## src/giv_defines.svh

```systemverilog
`ifndef GIV_DEFINES_SVH
`define GIV_DEFINES_SVH
// register byte offsets on the bus
`define GIV_OFF_CTRL      8'h00
`define GIV_OFF_RETADDR   8'h04
`define GIV_OFF_MACHSTATE 8'h08
`define GIV_OFF_FAULTADDR 8'h0c
`define GIV_OFF_PROXYVEC  8'h10
`define GIV_OFF_SYNDROME  8'h14
`define GIV_OFF_VECPREFIX 8'h18
`define GIV_OFF_VECOFFSET 8'h1c
`define GIV_OFF_LOGICALID 8'h20
`define GIV_OFF_GUESTID   8'h24
`define GIV_OFF_PARTID    8'h28
`define GIV_OFF_PROCID    8'h2c
`define GIV_OFF_STATUS    8'h30
`define GIV_OFF_MASK      8'h34
// control register bit positions
`define GIV_CTRL_EXT   0
`define GIV_CTRL_DSI   1
`define GIV_CTRL_ISI   2
`define GIV_CTRL_INSTR_TRANSLATION_MISS  3
`define GIV_CTRL_DATA_TRANSLATION_MISS  4
`define GIV_CTRL_PROXY 5
`define GIV_CTRL_W     6
// status / mask bit positions
`define GIV_EV_HV    0
`define GIV_EV_GUEST 1
`define GIV_EV_TRAP  2
`define GIV_EV_PROXY 3
`define GIV_EV_W     4
// widths and reset values
`define GIV_PARTID_W  6
`define GIV_PROCID_W  8
`define GIV_CTRL_RST  6'h00
`define GIV_MASK_RST  4'h0
// interrupt entry bound in cycles
`define GIV_ENTRY_MAX 10
`endif

```

## src/giv_pkg.sv

```systemverilog
`default_nettype none
`include "giv_defines.svh"
package giv_pkg;
   // exception classes raised by the core pipeline
   typedef enum logic [2:0] {
      CLS_DSI, CLS_ISI, CLS_INSTR_TRANSLATION_MISS, CLS_DATA_TRANSLATION_MISS, CLS_OTHER,
      CLS_CRIT, CLS_DEBUG, CLS_MCHK
   } giv_class_type;

   // whole state of the top module; bank index 0 hypervisor, 1 guest
   typedef struct packed {
      logic [`GIV_CTRL_W-1:0]   ctrl;
      logic [1:0][31:0]         retAddr;
      logic [1:0][31:0]         machState;
      logic [1:0][31:0]         faultAddr;
      logic [1:0][31:0]         proxyVec;
      logic [1:0][31:0]         syndrome;
      logic [31:0]              vecPrefix;
      logic [31:0]              vecOffset;
      logic [31:0]              logicalId;
      logic [31:0]              guestId;
      logic [`GIV_PARTID_W-1:0] partId;
      logic [`GIV_PROCID_W-1:0] procId;
      logic [`GIV_EV_W-1:0]     status;
      logic [`GIV_EV_W-1:0]     mask;
      logic                     irq;
      logic                     takeValid;
      logic                     takeGuest;
      logic                     takeExt;
      logic                     extHeld;
      logic                     extTaken;
      logic                     intLineQ;
      logic                     trap;
      logic                     wrPend;
      logic                     rdPend;
      logic                     hreadyout;
      logic [7:0]               addr;
      logic [31:0]              hrdata;
   } giv_state_type;

   // normal-level classes use the duplicated save banks
   function automatic logic giv_is_normal(giv_class_type c);
      return (c == CLS_DSI) || (c == CLS_ISI) || (c == CLS_INSTR_TRANSLATION_MISS) ||
             (c == CLS_DATA_TRANSLATION_MISS) || (c == CLS_OTHER);
   endfunction
endpackage
`default_nettype wire

```

## src/giv_top.sv

```systemverilog
`default_nettype none
`include "giv_defines.svh"
module giv_top #(
   parameter logic [31:0] LOGICAL_ID_RESET = 32'h0000_0000
) (
   input  wire logic                       clk,
   input  wire logic                       resetn,
   input  wire logic                       hsel,
   input  wire logic [31:0]                haddr,
   input  wire logic [1:0]                 htrans,
   input  wire logic                       hwrite,
   input  wire logic [2:0]                 hsize,
   input  wire logic [31:0]                hwdata,
   input  wire logic                       hready,
   output logic                            hreadyout,
   output logic                            hresp,
   output logic [31:0]                     hrdata,
   input  wire logic                       guestState,
   input  wire logic                       excValid,
   input  wire giv_pkg::giv_class_type     excClass,
   input  wire logic [31:0]                curPc,
   input  wire logic [31:0]                curMsr,
   input  wire logic [31:0]                excDear,
   input  wire logic [31:0]                excSyndrome,
   input  wire logic                       intLine,
   input  wire logic [31:0]                ackVector,
   input  wire logic                       guardedBusy,
   output logic                            takeValid,
   output logic                            takeGuest,
   output logic                            takeExt,
   output logic                            trapToHv,
   output logic                            extHeld,
   output logic                            irq,
   output logic [`GIV_PARTID_W-1:0]        partitionIdentity,
   output logic [`GIV_PROCID_W-1:0]        processIdentity
);
   import giv_pkg::*;

   giv_state_type          st;
   giv_state_type          next_st;
   logic                   coreGuest;
   logic                   extGuest;
   logic                   accept;
   logic                   intRise;
   logic                   extReady;
   logic [`GIV_EV_W-1:0]   ev;
   logic [`GIV_EV_W-1:0]   kept;

   giv_route u_route (
      .excClass   (excClass),
      .ctrl       (st.ctrl),
      .guestState (guestState),
      .coreGuest  (coreGuest),
      .extGuest   (extGuest)
   );

   // next-state logic: bus slave, exception entry, events
   always_comb begin
      next_st           = st;
      next_st.takeValid = 1'b0;
      next_st.takeExt   = 1'b0;
      next_st.trap      = 1'b0;
      ev                = '0;
      kept              = st.status;
      // address phase: reads get one wait state
      accept            = hsel & htrans[1] & hready;
      next_st.wrPend    = accept & hwrite;
      next_st.rdPend    = accept & ~hwrite;
      next_st.hreadyout = ~(accept & ~hwrite);
      if (accept) begin
         next_st.addr = haddr[7:0];
      end
      // write data phase, save registers banked by current level
      if (st.wrPend) begin
         case (st.addr)
            `GIV_OFF_CTRL: begin
               if (!guestState) begin
                  next_st.ctrl = hwdata[`GIV_CTRL_W-1:0];
               end
            end
            `GIV_OFF_RETADDR:   next_st.retAddr[guestState] = hwdata;
            `GIV_OFF_MACHSTATE: next_st.machState[guestState] = hwdata;
            `GIV_OFF_FAULTADDR: next_st.faultAddr[guestState] = hwdata;
            `GIV_OFF_SYNDROME:  next_st.syndrome[guestState] = hwdata;
            `GIV_OFF_VECPREFIX: begin
               if (guestState) begin
                  next_st.trap = 1'b1;
               end else begin
                  next_st.vecPrefix = hwdata;
               end
            end
            `GIV_OFF_VECOFFSET: begin
               if (guestState) begin
                  next_st.trap = 1'b1;
               end else begin
                  next_st.vecOffset = hwdata;
               end
            end
            `GIV_OFF_LOGICALID: begin
               if (!guestState) begin
                  next_st.logicalId = hwdata;
               end
            end
            `GIV_OFF_GUESTID:   next_st.guestId = hwdata;
            `GIV_OFF_PARTID: begin
               if (!guestState) begin
                  next_st.partId = hwdata[`GIV_PARTID_W-1:0];
               end
            end
            `GIV_OFF_PROCID: begin
               next_st.procId = hwdata[`GIV_PROCID_W-1:0];
            end
            `GIV_OFF_MASK:      next_st.mask = hwdata[`GIV_EV_W-1:0];
            default: ;
         endcase
      end
      // read wait cycle: sample after any write just completed
      if (st.rdPend) begin
         case (st.addr)
            `GIV_OFF_CTRL:      next_st.hrdata = 32'(st.ctrl);
            `GIV_OFF_RETADDR:   next_st.hrdata = st.retAddr[guestState];
            `GIV_OFF_MACHSTATE: next_st.hrdata = st.machState[guestState];
            `GIV_OFF_FAULTADDR: next_st.hrdata = st.faultAddr[guestState];
            `GIV_OFF_PROXYVEC:  next_st.hrdata = st.proxyVec[guestState];
            `GIV_OFF_SYNDROME:  next_st.hrdata = st.syndrome[guestState];
            `GIV_OFF_VECPREFIX: next_st.hrdata = st.vecPrefix;
            `GIV_OFF_VECOFFSET: next_st.hrdata = st.vecOffset;
            `GIV_OFF_LOGICALID: begin
               next_st.hrdata = guestState ? st.guestId : st.logicalId;
            end
            `GIV_OFF_GUESTID:   next_st.hrdata = st.guestId;
            `GIV_OFF_PARTID:    next_st.hrdata = 32'(st.partId);
            `GIV_OFF_PROCID:    next_st.hrdata = 32'(st.procId);
            `GIV_OFF_STATUS: begin
               next_st.hrdata = 32'(st.status);
               kept           = '0;
            end
            `GIV_OFF_MASK:      next_st.hrdata = 32'(st.mask);
            default:            next_st.hrdata = 32'h0000_0000;
         endcase
      end
      // pending-to-in-service edge from the controller
      intRise          = intLine & ~st.intLineQ;
      next_st.intLineQ = intLine;
      if (!intLine) begin
         next_st.extTaken = 1'b0;
      end
      if (intRise && st.ctrl[`GIV_CTRL_PROXY]) begin
         next_st.proxyVec[extGuest] = ackVector;
         ev[`GIV_EV_PROXY]          = 1'b1;
      end
      // guest-routed interrupt waits for guest state
      extReady = intLine & ~st.extTaken & ~guardedBusy &
                 (~extGuest | guestState);
      next_st.extHeld = intLine & ~st.extTaken & extGuest & ~guestState;
      // entry: core exception first, external the next free cycle
      if (excValid) begin
         next_st.takeValid = 1'b1;
         next_st.takeGuest = coreGuest;
         if (giv_is_normal(excClass)) begin
            next_st.retAddr[coreGuest]   = curPc;
            next_st.machState[coreGuest] = curMsr;
            next_st.faultAddr[coreGuest] = excDear;
            next_st.syndrome[coreGuest]  = excSyndrome;
         end
      end else if (extReady) begin
         next_st.takeValid           = 1'b1;
         next_st.takeExt             = 1'b1;
         next_st.takeGuest           = extGuest;
         next_st.extTaken            = 1'b1;
         next_st.retAddr[extGuest]   = curPc;
         next_st.machState[extGuest] = curMsr;
      end
      ev[`GIV_EV_HV]    = next_st.takeValid & ~next_st.takeGuest;
      ev[`GIV_EV_GUEST] = next_st.takeValid & next_st.takeGuest;
      ev[`GIV_EV_TRAP]  = next_st.trap;
      // sticky status: a new event beats the read-clear
      next_st.status = kept | ev;
      next_st.irq    = |(next_st.status & next_st.mask);
   end

   // state register
   always_ff @(posedge clk or negedge resetn) begin
      if (!resetn) begin
         st           <= '0;
         st.ctrl      <= `GIV_CTRL_RST;
         st.mask      <= `GIV_MASK_RST;
         st.logicalId <= LOGICAL_ID_RESET;
         st.hreadyout <= 1'b1;
      end else begin
         st <= next_st;
      end
   end

   // outputs straight from the state register, except hresp which is tied low
   assign hreadyout         = st.hreadyout;
   assign hresp             = 1'b0;
   assign hrdata            = st.hrdata;
   assign takeValid         = st.takeValid;
   assign takeGuest         = st.takeGuest;
   assign takeExt           = st.takeExt;
   assign trapToHv          = st.trap;
   assign extHeld           = st.extHeld;
   assign irq               = st.irq;
   assign partitionIdentity = st.partId;
   assign processIdentity   = st.procId;
endmodule // giv_top
`default_nettype wire

```

## src/giv_route.sv

```systemverilog
`default_nettype none
`include "giv_defines.svh"
module giv_route (
   input  wire giv_pkg::giv_class_type    excClass,
   input  wire logic [`GIV_CTRL_W-1:0]    ctrl,
   input  wire logic                      guestState,
   output logic                           coreGuest,
   output logic                           extGuest
);
   import giv_pkg::*;

   // level decision for core-initiated exceptions
   always_comb begin
      case (excClass)
         CLS_CRIT, CLS_DEBUG, CLS_MCHK: coreGuest = 1'b0;
         CLS_DSI:   coreGuest = guestState & ctrl[`GIV_CTRL_DSI];
         CLS_ISI:   coreGuest = guestState & ctrl[`GIV_CTRL_ISI];
         CLS_INSTR_TRANSLATION_MISS:  coreGuest = guestState & ctrl[`GIV_CTRL_INSTR_TRANSLATION_MISS];
         CLS_DATA_TRANSLATION_MISS:  coreGuest = guestState & ctrl[`GIV_CTRL_DATA_TRANSLATION_MISS];
         CLS_OTHER: coreGuest = guestState;
         default:   coreGuest = 1'b0;
      endcase
   end

   // normal external interrupts follow the control bit
   assign extGuest = ctrl[`GIV_CTRL_EXT];
endmodule // giv_route
`default_nettype wire

```

## config.mk

```make
export PLATFORM = sky130hd
export DESIGN_NAME = giv_top
export DESIGN_NICKNAME = d
export VERILOG_FILES = /design/src/giv_pkg.sv /design/src/giv_top.sv /design/src/giv_route.sv
export VERILOG_INCLUDE_DIRS = /design/src
export SDC_FILE = /design/constraint.sdc
export NUM_CORES = 1
export LEC_CHECK = 0
export BUFFER_PORTS_ARGS = -buffer_cell sky130_fd_sc_hd__buf_2
export CAP_MARGIN = 5
export CORE_UTILIZATION = 59
export CTS_CLUSTER_DIAMETER = 30
export DETAILED_ROUTE_END_ITERATION = 8
export PLACE_DENSITY_LB_ADDON = 0.15
export SLEW_MARGIN = 15
export SYNTH_ARGS = -nofsm -noshare
export SYNTH_HDL_FRONTEND = slang
export SYNTH_HIERARCHICAL = 1
export SYNTH_SLANG_ARGS = --single-unit
```

## constraint.sdc

```tcl
create_clock -name clk -period 2.7 [get_ports clk]
set_input_delay 0.135 -clock clk [delete_from_list [all_inputs] [get_ports clk]]
set_output_delay 0.135 -clock clk [all_outputs]
set_load 0.1 [all_outputs]
```

==> results of run 1 <==
## metrics by stage
stage / util, % / hold WS (ns) / setup WS, ns / power (W)
final: 79.3 / 0.126 / 0.0739 / 0.0296
after global routing: 79.3 / 0.193 / 0.0100 / 0.0304
after CTS: 79.2 / 0.136 / 0.0155 / 0.0294
after detailed placement: 64.8 / 0.218 / 0.237 / 0.0140
after global placement: 64.8 / 0.211 / 0.272 / 0.0137
after floorplan: - / -0.161 / 0.549 / 0.0124
## worst register-to-register path, delay by kind of cell, from the launching register on
kind	cells	cell delay (ns)
AND/OR/NAND/NOR	3	0.37
multiplexers	1	0.14
flip-flops	1	0.40
buffers and inverters	2	0.84
AO/OA/AOI/OAI	3	0.79
## cells in the mapped netlist, types with 4 or more instances
cell type	count	area (sq um)
a21o_1	5	37.5
a21oi_1	113	566
a21oi_2	30	263
a221o_1	5	50.1
a221oi_1	14	123
a22o_1	12	105
a22oi_1	34	255
a311oi_1	6	52.6
a31oi_1	13	81.3
and3_1	4	25.0
buf_1	11	41.3
buf_2	87	435
buf_4	66	495
clkbuf_1	89	334
dfrtp_1	526	13200
inv_1	4	15.0
mux2_1	10	113
mux2_2	244	2750
mux2i_1	386	3860
mux4_2	15	338
nand2_1	186	698
nand2b_1	4	25.0
nand3_1	23	115
nor2_1	191	717
nor2_2	4	25.0
nor2b_1	6	37.5
nor3_1	13	65.1
nor3b_1	7	52.6
nor4_1	8	50.1
o21ai_0	119	596
o21ai_1	53	265
o221ai_1	7	61.3
o22ai_1	30	188
o2bb2ai_1	16	140
## cells in the final DEF, fill, tap and decap left out, types with 10 or more instances in the layout
| cell | n |
|---|---|
| dfrtp_1 | 524 |
| mux2i_1 | 386 |
| buf_2 | 263 |
| mux2_2 | 244 |
| dlygate4sd3_1 | 210 |
| nor2_1 | 191 |
| nand2_1 | 182 |
| clkbuf_16 | 120 |
| o21ai_0 | 118 |
| a21oi_1 | 113 |
| buf_4 | 96 |
| o21ai_1 | 53 |
| a22oi_1 | 34 |
| a21oi_2 | 30 |
| o22ai_1 | 30 |
| clkinv_2 | 30 |
| buf_12 | 26 |
| bufinv_16 | 20 |
| nand3_1 | 18 |
| clkbuf_8 | 18 |
| o2bb2ai_1 | 16 |
| mux4_2 | 15 |
| clkbuf_1 | 15 |
| a221oi_1 | 14 |
| nor3_1 | 12 |
| a22o_1 | 12 |
| a31oi_1 | 12 |
| mux2_1 | 10 |
## cell families (layout without fill, tap and decap cells)
kind of cell	Yosys count	count (layout)
AND/OR/NAND/NOR	473	473
multiplexers	655	655
flip-flops	527	527
other	1	1
AO/OA/AOI/OAI	482	482
buffers and inverters	263	827
## area by class of cell
cell class	instances	area, sq um
Sequential cell	527	13200
Multi-Input combinational cell	1611	12300
Fill cell	2655	9230
Timing Repair Buffer	598	4710
Clock buffer	152	3280
Clock inverter	72	1010
Tap cell	592	741
Inverter	5	18.8
## state kept, by name (all words and copies together) (netlist names)
register and flops:
st 474, takeExt 1, irq 1, takeGuest 1
trapToHv 1, partitionIdentity 6, hrdata 32, takeValid 1
extHeld 1, hreadyout 1, processIdentity 8
## path summary, 6_finish.rpt
kind,from,endpoint,slack (ns)
worst max-delay path,st[525],st[402],0.07
worst min register to register,st[148],st[148],0.49
max in group asynchronous,resetn,st[191],1.62
min in group clk,intLine,st[44],0.20
worst min-delay path,resetn,st[268],0.13
worst max register to register,st[525],st[402],0.07
## per-layer routing
| metal | vias up | part of all wire, % |
|---|---|---|
| met3 | 311 | 10 |
| met4 | 2 | 5.4 |
| met5 | - | 0.014 |
| li1 | 9560 | - |
| met1 | 11400 | 38 |
| met2 | 1535 | 47 |
## what timing repair did
item | 4_1_cts | 5_1_grt
setup endpoints to repair | 0 | 5
hold endpoints to repair | 527 | 0
hold buffers | 210 | 0
gates resized for setup | 0 | 2
setup buffers | 0 | 1
## power by group through the flow
stage                     logic [W]  clock network, W  registers, W
final                       0.00460            0.0152       0.00977
after floorplan             0.00285                 0       0.00957
after CTS                   0.00446            0.0152       0.00972
after global placement      0.00402                 0       0.00972
after global routing        0.00485            0.0156       0.00986
after detailed placement    0.00415                 0       0.00980
==> metrics.yaml, run 1 <==
status: "finished clean"
clkPwrFrac_pct: 51.4
placed_area_sq_mm: 0.0288
grt_util_met1_pct: 51.4
leakage_nw: 16.6
critPathMaxStageDelay_ns: 0.58
grt_max_degree: 129
path_buf_inv: 2
drive_gt1_share_pct: 31.2
h-tree-depth: 3
power_frac_comb_pct: 15.5
sw_frac_of_total_pct: 27.8
grt_antenna_before_repair: 1
synth_edf_count: 0
synth_compound_area_share_pct: 11.2
die_x_microns: 215
initial_core_util_pct: 60.1
synth_fp_nets: 2642
rsz0062_at_grt: "no"
clock_latency_ns: 0.68
drt_iter0_drc: 2567
crit_cells: 9
fin_tns_setup_ns: 0
yosysSeqAreaShare_pct: 49.3
syn_area_per_cell_sq_um: 11.1
die_h_microns: 215
vias: 22800
first_pass_iters: 6
dp.cells: 3121
min_period_over_period_pct: 97.3
p_seq_share_pct: 33.1
path_delay_family: "buffers and inverters"
r2r_cells: 9
portBuffers: 265
cap_violations: 0
synthSimpleGateAreaFrac_pct: 7.88
io_pins: 295
relSlewSlack_pct: 39.3
grt_use_met3_pct: 9.50
antenna_left: 0
yosysWarnings: 6
path_max_fanout: 32
fmax_mhz: 381
synthArstFlopShare_pct: 100
cp-start-kind: "flop"
top_usage_layer: "met2"
vias_per_cell: 6.42
grt_pass1_wl_microns: 141000
tightest_slew_ns: 0.909
cts_made_buffers: 118
final_area_sq_mm: 0.0353
tritoncts: "done"
synth.distinct_cells: 73
yosys_register_bits: 527
rows: 77
place_congestion: 0.904
finalNonFillerCells: 3557
skew_ns: 0.0478
min_path_type: "input pin to async pin"
grtUsageMet2_pct: 63.9
wl_per_cell_microns: 26.4
cp_slowest_cell: "dlygate4sd3_1"
drcViolationCount: 0
synthAdderAreaFrac_pct: 0
hold_violations: 0
cp.arrival_ns: 3.17
worstSetupEndpointType: "flop"
p_int_w: 0.0213
vdd_drop_max_v: 0.000580
fp.dieArea_sq_mm: 0.0462
syn_to_final_growth_pct: 31.9
cts_sinks: 527
finalCriticalPeriod_ns: 2.63
syn_inst: 2401
hpwl_microns: 56600
grt_usage_pct: 40.5
crit_required_ns: 3.25
cts.clk_slew.worst_paths_ns: 0.05
slew_viol_final: 0
clk_path_buf_depth: 3
final_nets: 3102
routed_wl_microns: 93900
synthFlopType: "dfrtp_1"
cp_cell_sequence: "mux2i_1 -> nor3b_1 -> o31a_1 -> nor2b_2 -> nand2_4 -> o21ai_4 -> buf_12 -> o21ai_0 -> dlygate4sd3_1"
cts_root_buffer: "clkbuf_16"
p_per_area_mw_per_mm2: 838
muxShareOfSynthArea_pct: 26.4
grt_pass1_vias: 23700
diodes: 0
setup_viol_count_final: 0
overflow: 0
syn-cell-area_sq_mm: 0.0268
crit_type: "flop to flop"
core_area_sq_mm: 0.0445
synth_top_family_by_area: "multiplexers"
power.net_switching_w: 0.00823
synth-xor-area-share_pct: 0
No activity file was read; power rests on OpenSTA's default activity.
==> inputs of run 2 (changes only) <==
MAX_ROUTING_LAYER = met4   (was default)
==> metrics.yaml, run 2 (synthesis results as in run 1) <==
status: "finished clean"
syn_to_final_growth_pct: 30.7
initial_core_util_pct: 60.1
drt_iter0_drc: 2369
sw_frac_of_total_pct: 27.9
grt_pass1_wl_microns: 140000
layout.cells.most_common_list: "dfrtp_1 (524), mux2i_1 (386), buf_2 (263), mux2_2 (244), dlygate4sd3_1 (208)"
path_delay_family: "simple AND/OR/NAND/NOR gates"
final_nets: 3090
overflow: 0
grt_max_degree: 129
slew_viol_final: 0
finalCriticalPeriod_ns: 2.66
cp.arrival_ns: 3.17
fp.dieArea_sq_mm: 0.0462
rsz0062_at_grt: "no"
p_int_w: 0.0206
critPathMaxStageDelay_ns: 0.74
clock_latency_ns: 0.67
die_x_microns: 215
p_per_area_mw_per_mm2: 817
finalNonFillerCells: 3535
relSlewSlack_pct: 30.1
grt_antenna_before_repair: 1
hold_violations: 0
clk_path_buf_depth: 3
tightest_slew_ns: 1.05
min_period_over_period_pct: 98.6
cts_sinks: 527
hold_ws_ns: 0.0910
min_path_type: "input pin to async pin"
vias: 22500
tritoncts: "done"
fill_cells: 2685
first_pass_iters: 6
h-tree-depth: 3
vias_per_cell: 6.36
setup_ws_ns: 0.0386
cp-start-kind: "flop"
clkPwrFrac_pct: 49.8
drive_gt1_share_pct: 30.9
crit_required_ns: 3.21
top_register: "st"
crit_type: "flop to flop"
rows: 77
setup_viol_count_final: 0
dp.cells: 3117
cts_made_buffers: 109
cts_root_buffer: "clkbuf_16"
io_pins: 295
hpwl_microns: 56100
grt_pass1_vias: 23100
antenna_left: 0
routed_wl_microns: 93700
largest_register_ffs: 474
cp_slowest_cell: "or4_1"
cap_violations: 0
place_ws_ns: 0.189
cts.clk_slew.worst_paths_ns: 0.05
fmax_mhz: 376
die_h_microns: 215
power.total_w: 0.0286
power.net_switching_w: 0.00798
portBuffers: 265
worstSetupEndpointType: "flop"
path_max_fanout: 17
wl_per_cell_microns: 26.5
path_buf_inv: 1
leakage_nw: 16.4
skew_ns: 0.0317
cp_cell_sequence: "or4_1 -> nor2_1 -> nand2_2 -> buf_12 -> mux2i_1 -> o21ai_0"
p_seq_share_pct: 34.2
vdd_drop_max_v: 0.000588
power_frac_comb_pct: 16.0
place_congestion: 0.914
fin_tns_setup_ns: 0
final_common_cell: "dfrtp_1"
grt_usage_pct: 41.3
drcViolationCount: 0
core_area_sq_mm: 0.0445
[run 2: changes by cell type in the layout (fill, tap and decap cells not counted), sizes merged]
cell	before	now
buf	387	385
bufinv	20	18
clkbuf	153	144
diode	0	1
clkinvlp	8	9
dlygate4sd3	210	208
clkinv	42	29
inv	7	11
[run 2: power groups by stage]
| stage | Clock (W) | Combinational, W | Sequential [W] |
|---|---|---|---|
| after floorplan | 0 | 0.00285 | 0.00957 |
| after global placement | 0 | 0.00401 | 0.00972 |
| after detailed placement | 0 | 0.00414 | 0.00979 |
| after CTS | 0.0142 | 0.00442 | 0.00971 |
| after global routing | 0.0147 | 0.00482 | 0.00985 |
| final | 0.0142 | 0.00457 | 0.00976 |
[run 2: area by class of cell]
cell class / count / area (sq um) / share of cell area, %
Multi-Input combinational cell: 1611 / 12300 / 35.2
Clock buffer: 142 / 3070 / 8.78
Sequential cell: 527 / 13200 / 37.7
Antenna cell: 1 / 2.50 / 0.00715
Timing Repair Buffer: 595 / 4750 / 13.6
Clock inverter: 62 / 881 / 2.52
Tap cell: 592 / 741 / 2.12
Inverter: 5 / 18.8 / 0.0537
[run 2: path summary, 6_finish.rpt]
path / start / to / slack (ns) / cells past startpoint
max: st[37] / st[466] / 0.04 / 6
min: resetn / st[51] / 0.09 / 2
max reg2reg: st[37] / st[466] / 0.04 / 6
min reg2reg: st[146] / st[146] / 0.50 / 1
max in group asynchronous: resetn / st[524] / 1.66 / 3
min in group clk: guestState / trapToHv / 0.11 / 3
[run 2: worst reg2reg max path: stages (launching register included)]
cell and delay [ns]:
dfrtp_1 0.50, or4_1 0.74, nor2_1 0.30, nand2_2 0.30, buf_12 0.34, mux2i_1 0.22, o21ai_0 0.12
[run 2: per-stage QoR]
stage | utilization (%) | instance area, sq um
floorplan | - | 26800
global placement | 64.9 | 28900
detailed placement | 64.9 | 28900
CTS | 78.4 | 34900
global route | 78.6 | 35000
finish | 78.6 | 35000
[run 2: timing repair]
item / CTS / global route
gates resized for setup: 0 / 1
hold buffers: 208 / 0
setup buffers: 0 / 3
endpoints found under the hold margin: 525 / 0
endpoints found under the setup margin: 0 / 3
[run 2: per-layer routing]
| layer | vias to the layer above | part of all wire [%] | routed length, microns | global-route usage [%] |
|---|---|---|---|---|
| met4 | 0 | 4.9 | 4560 | 21.4 |
| met3 | 286 | 10 | 9430 | 9.03 |
| met2 | 1401 | 46 | 43100 | 62.4 |
| met1 | 11300 | 39 | 36600 | 52.5 |
| met5 | - | 0 | 0 | - |
| li1 | 9532 | - | - | - |
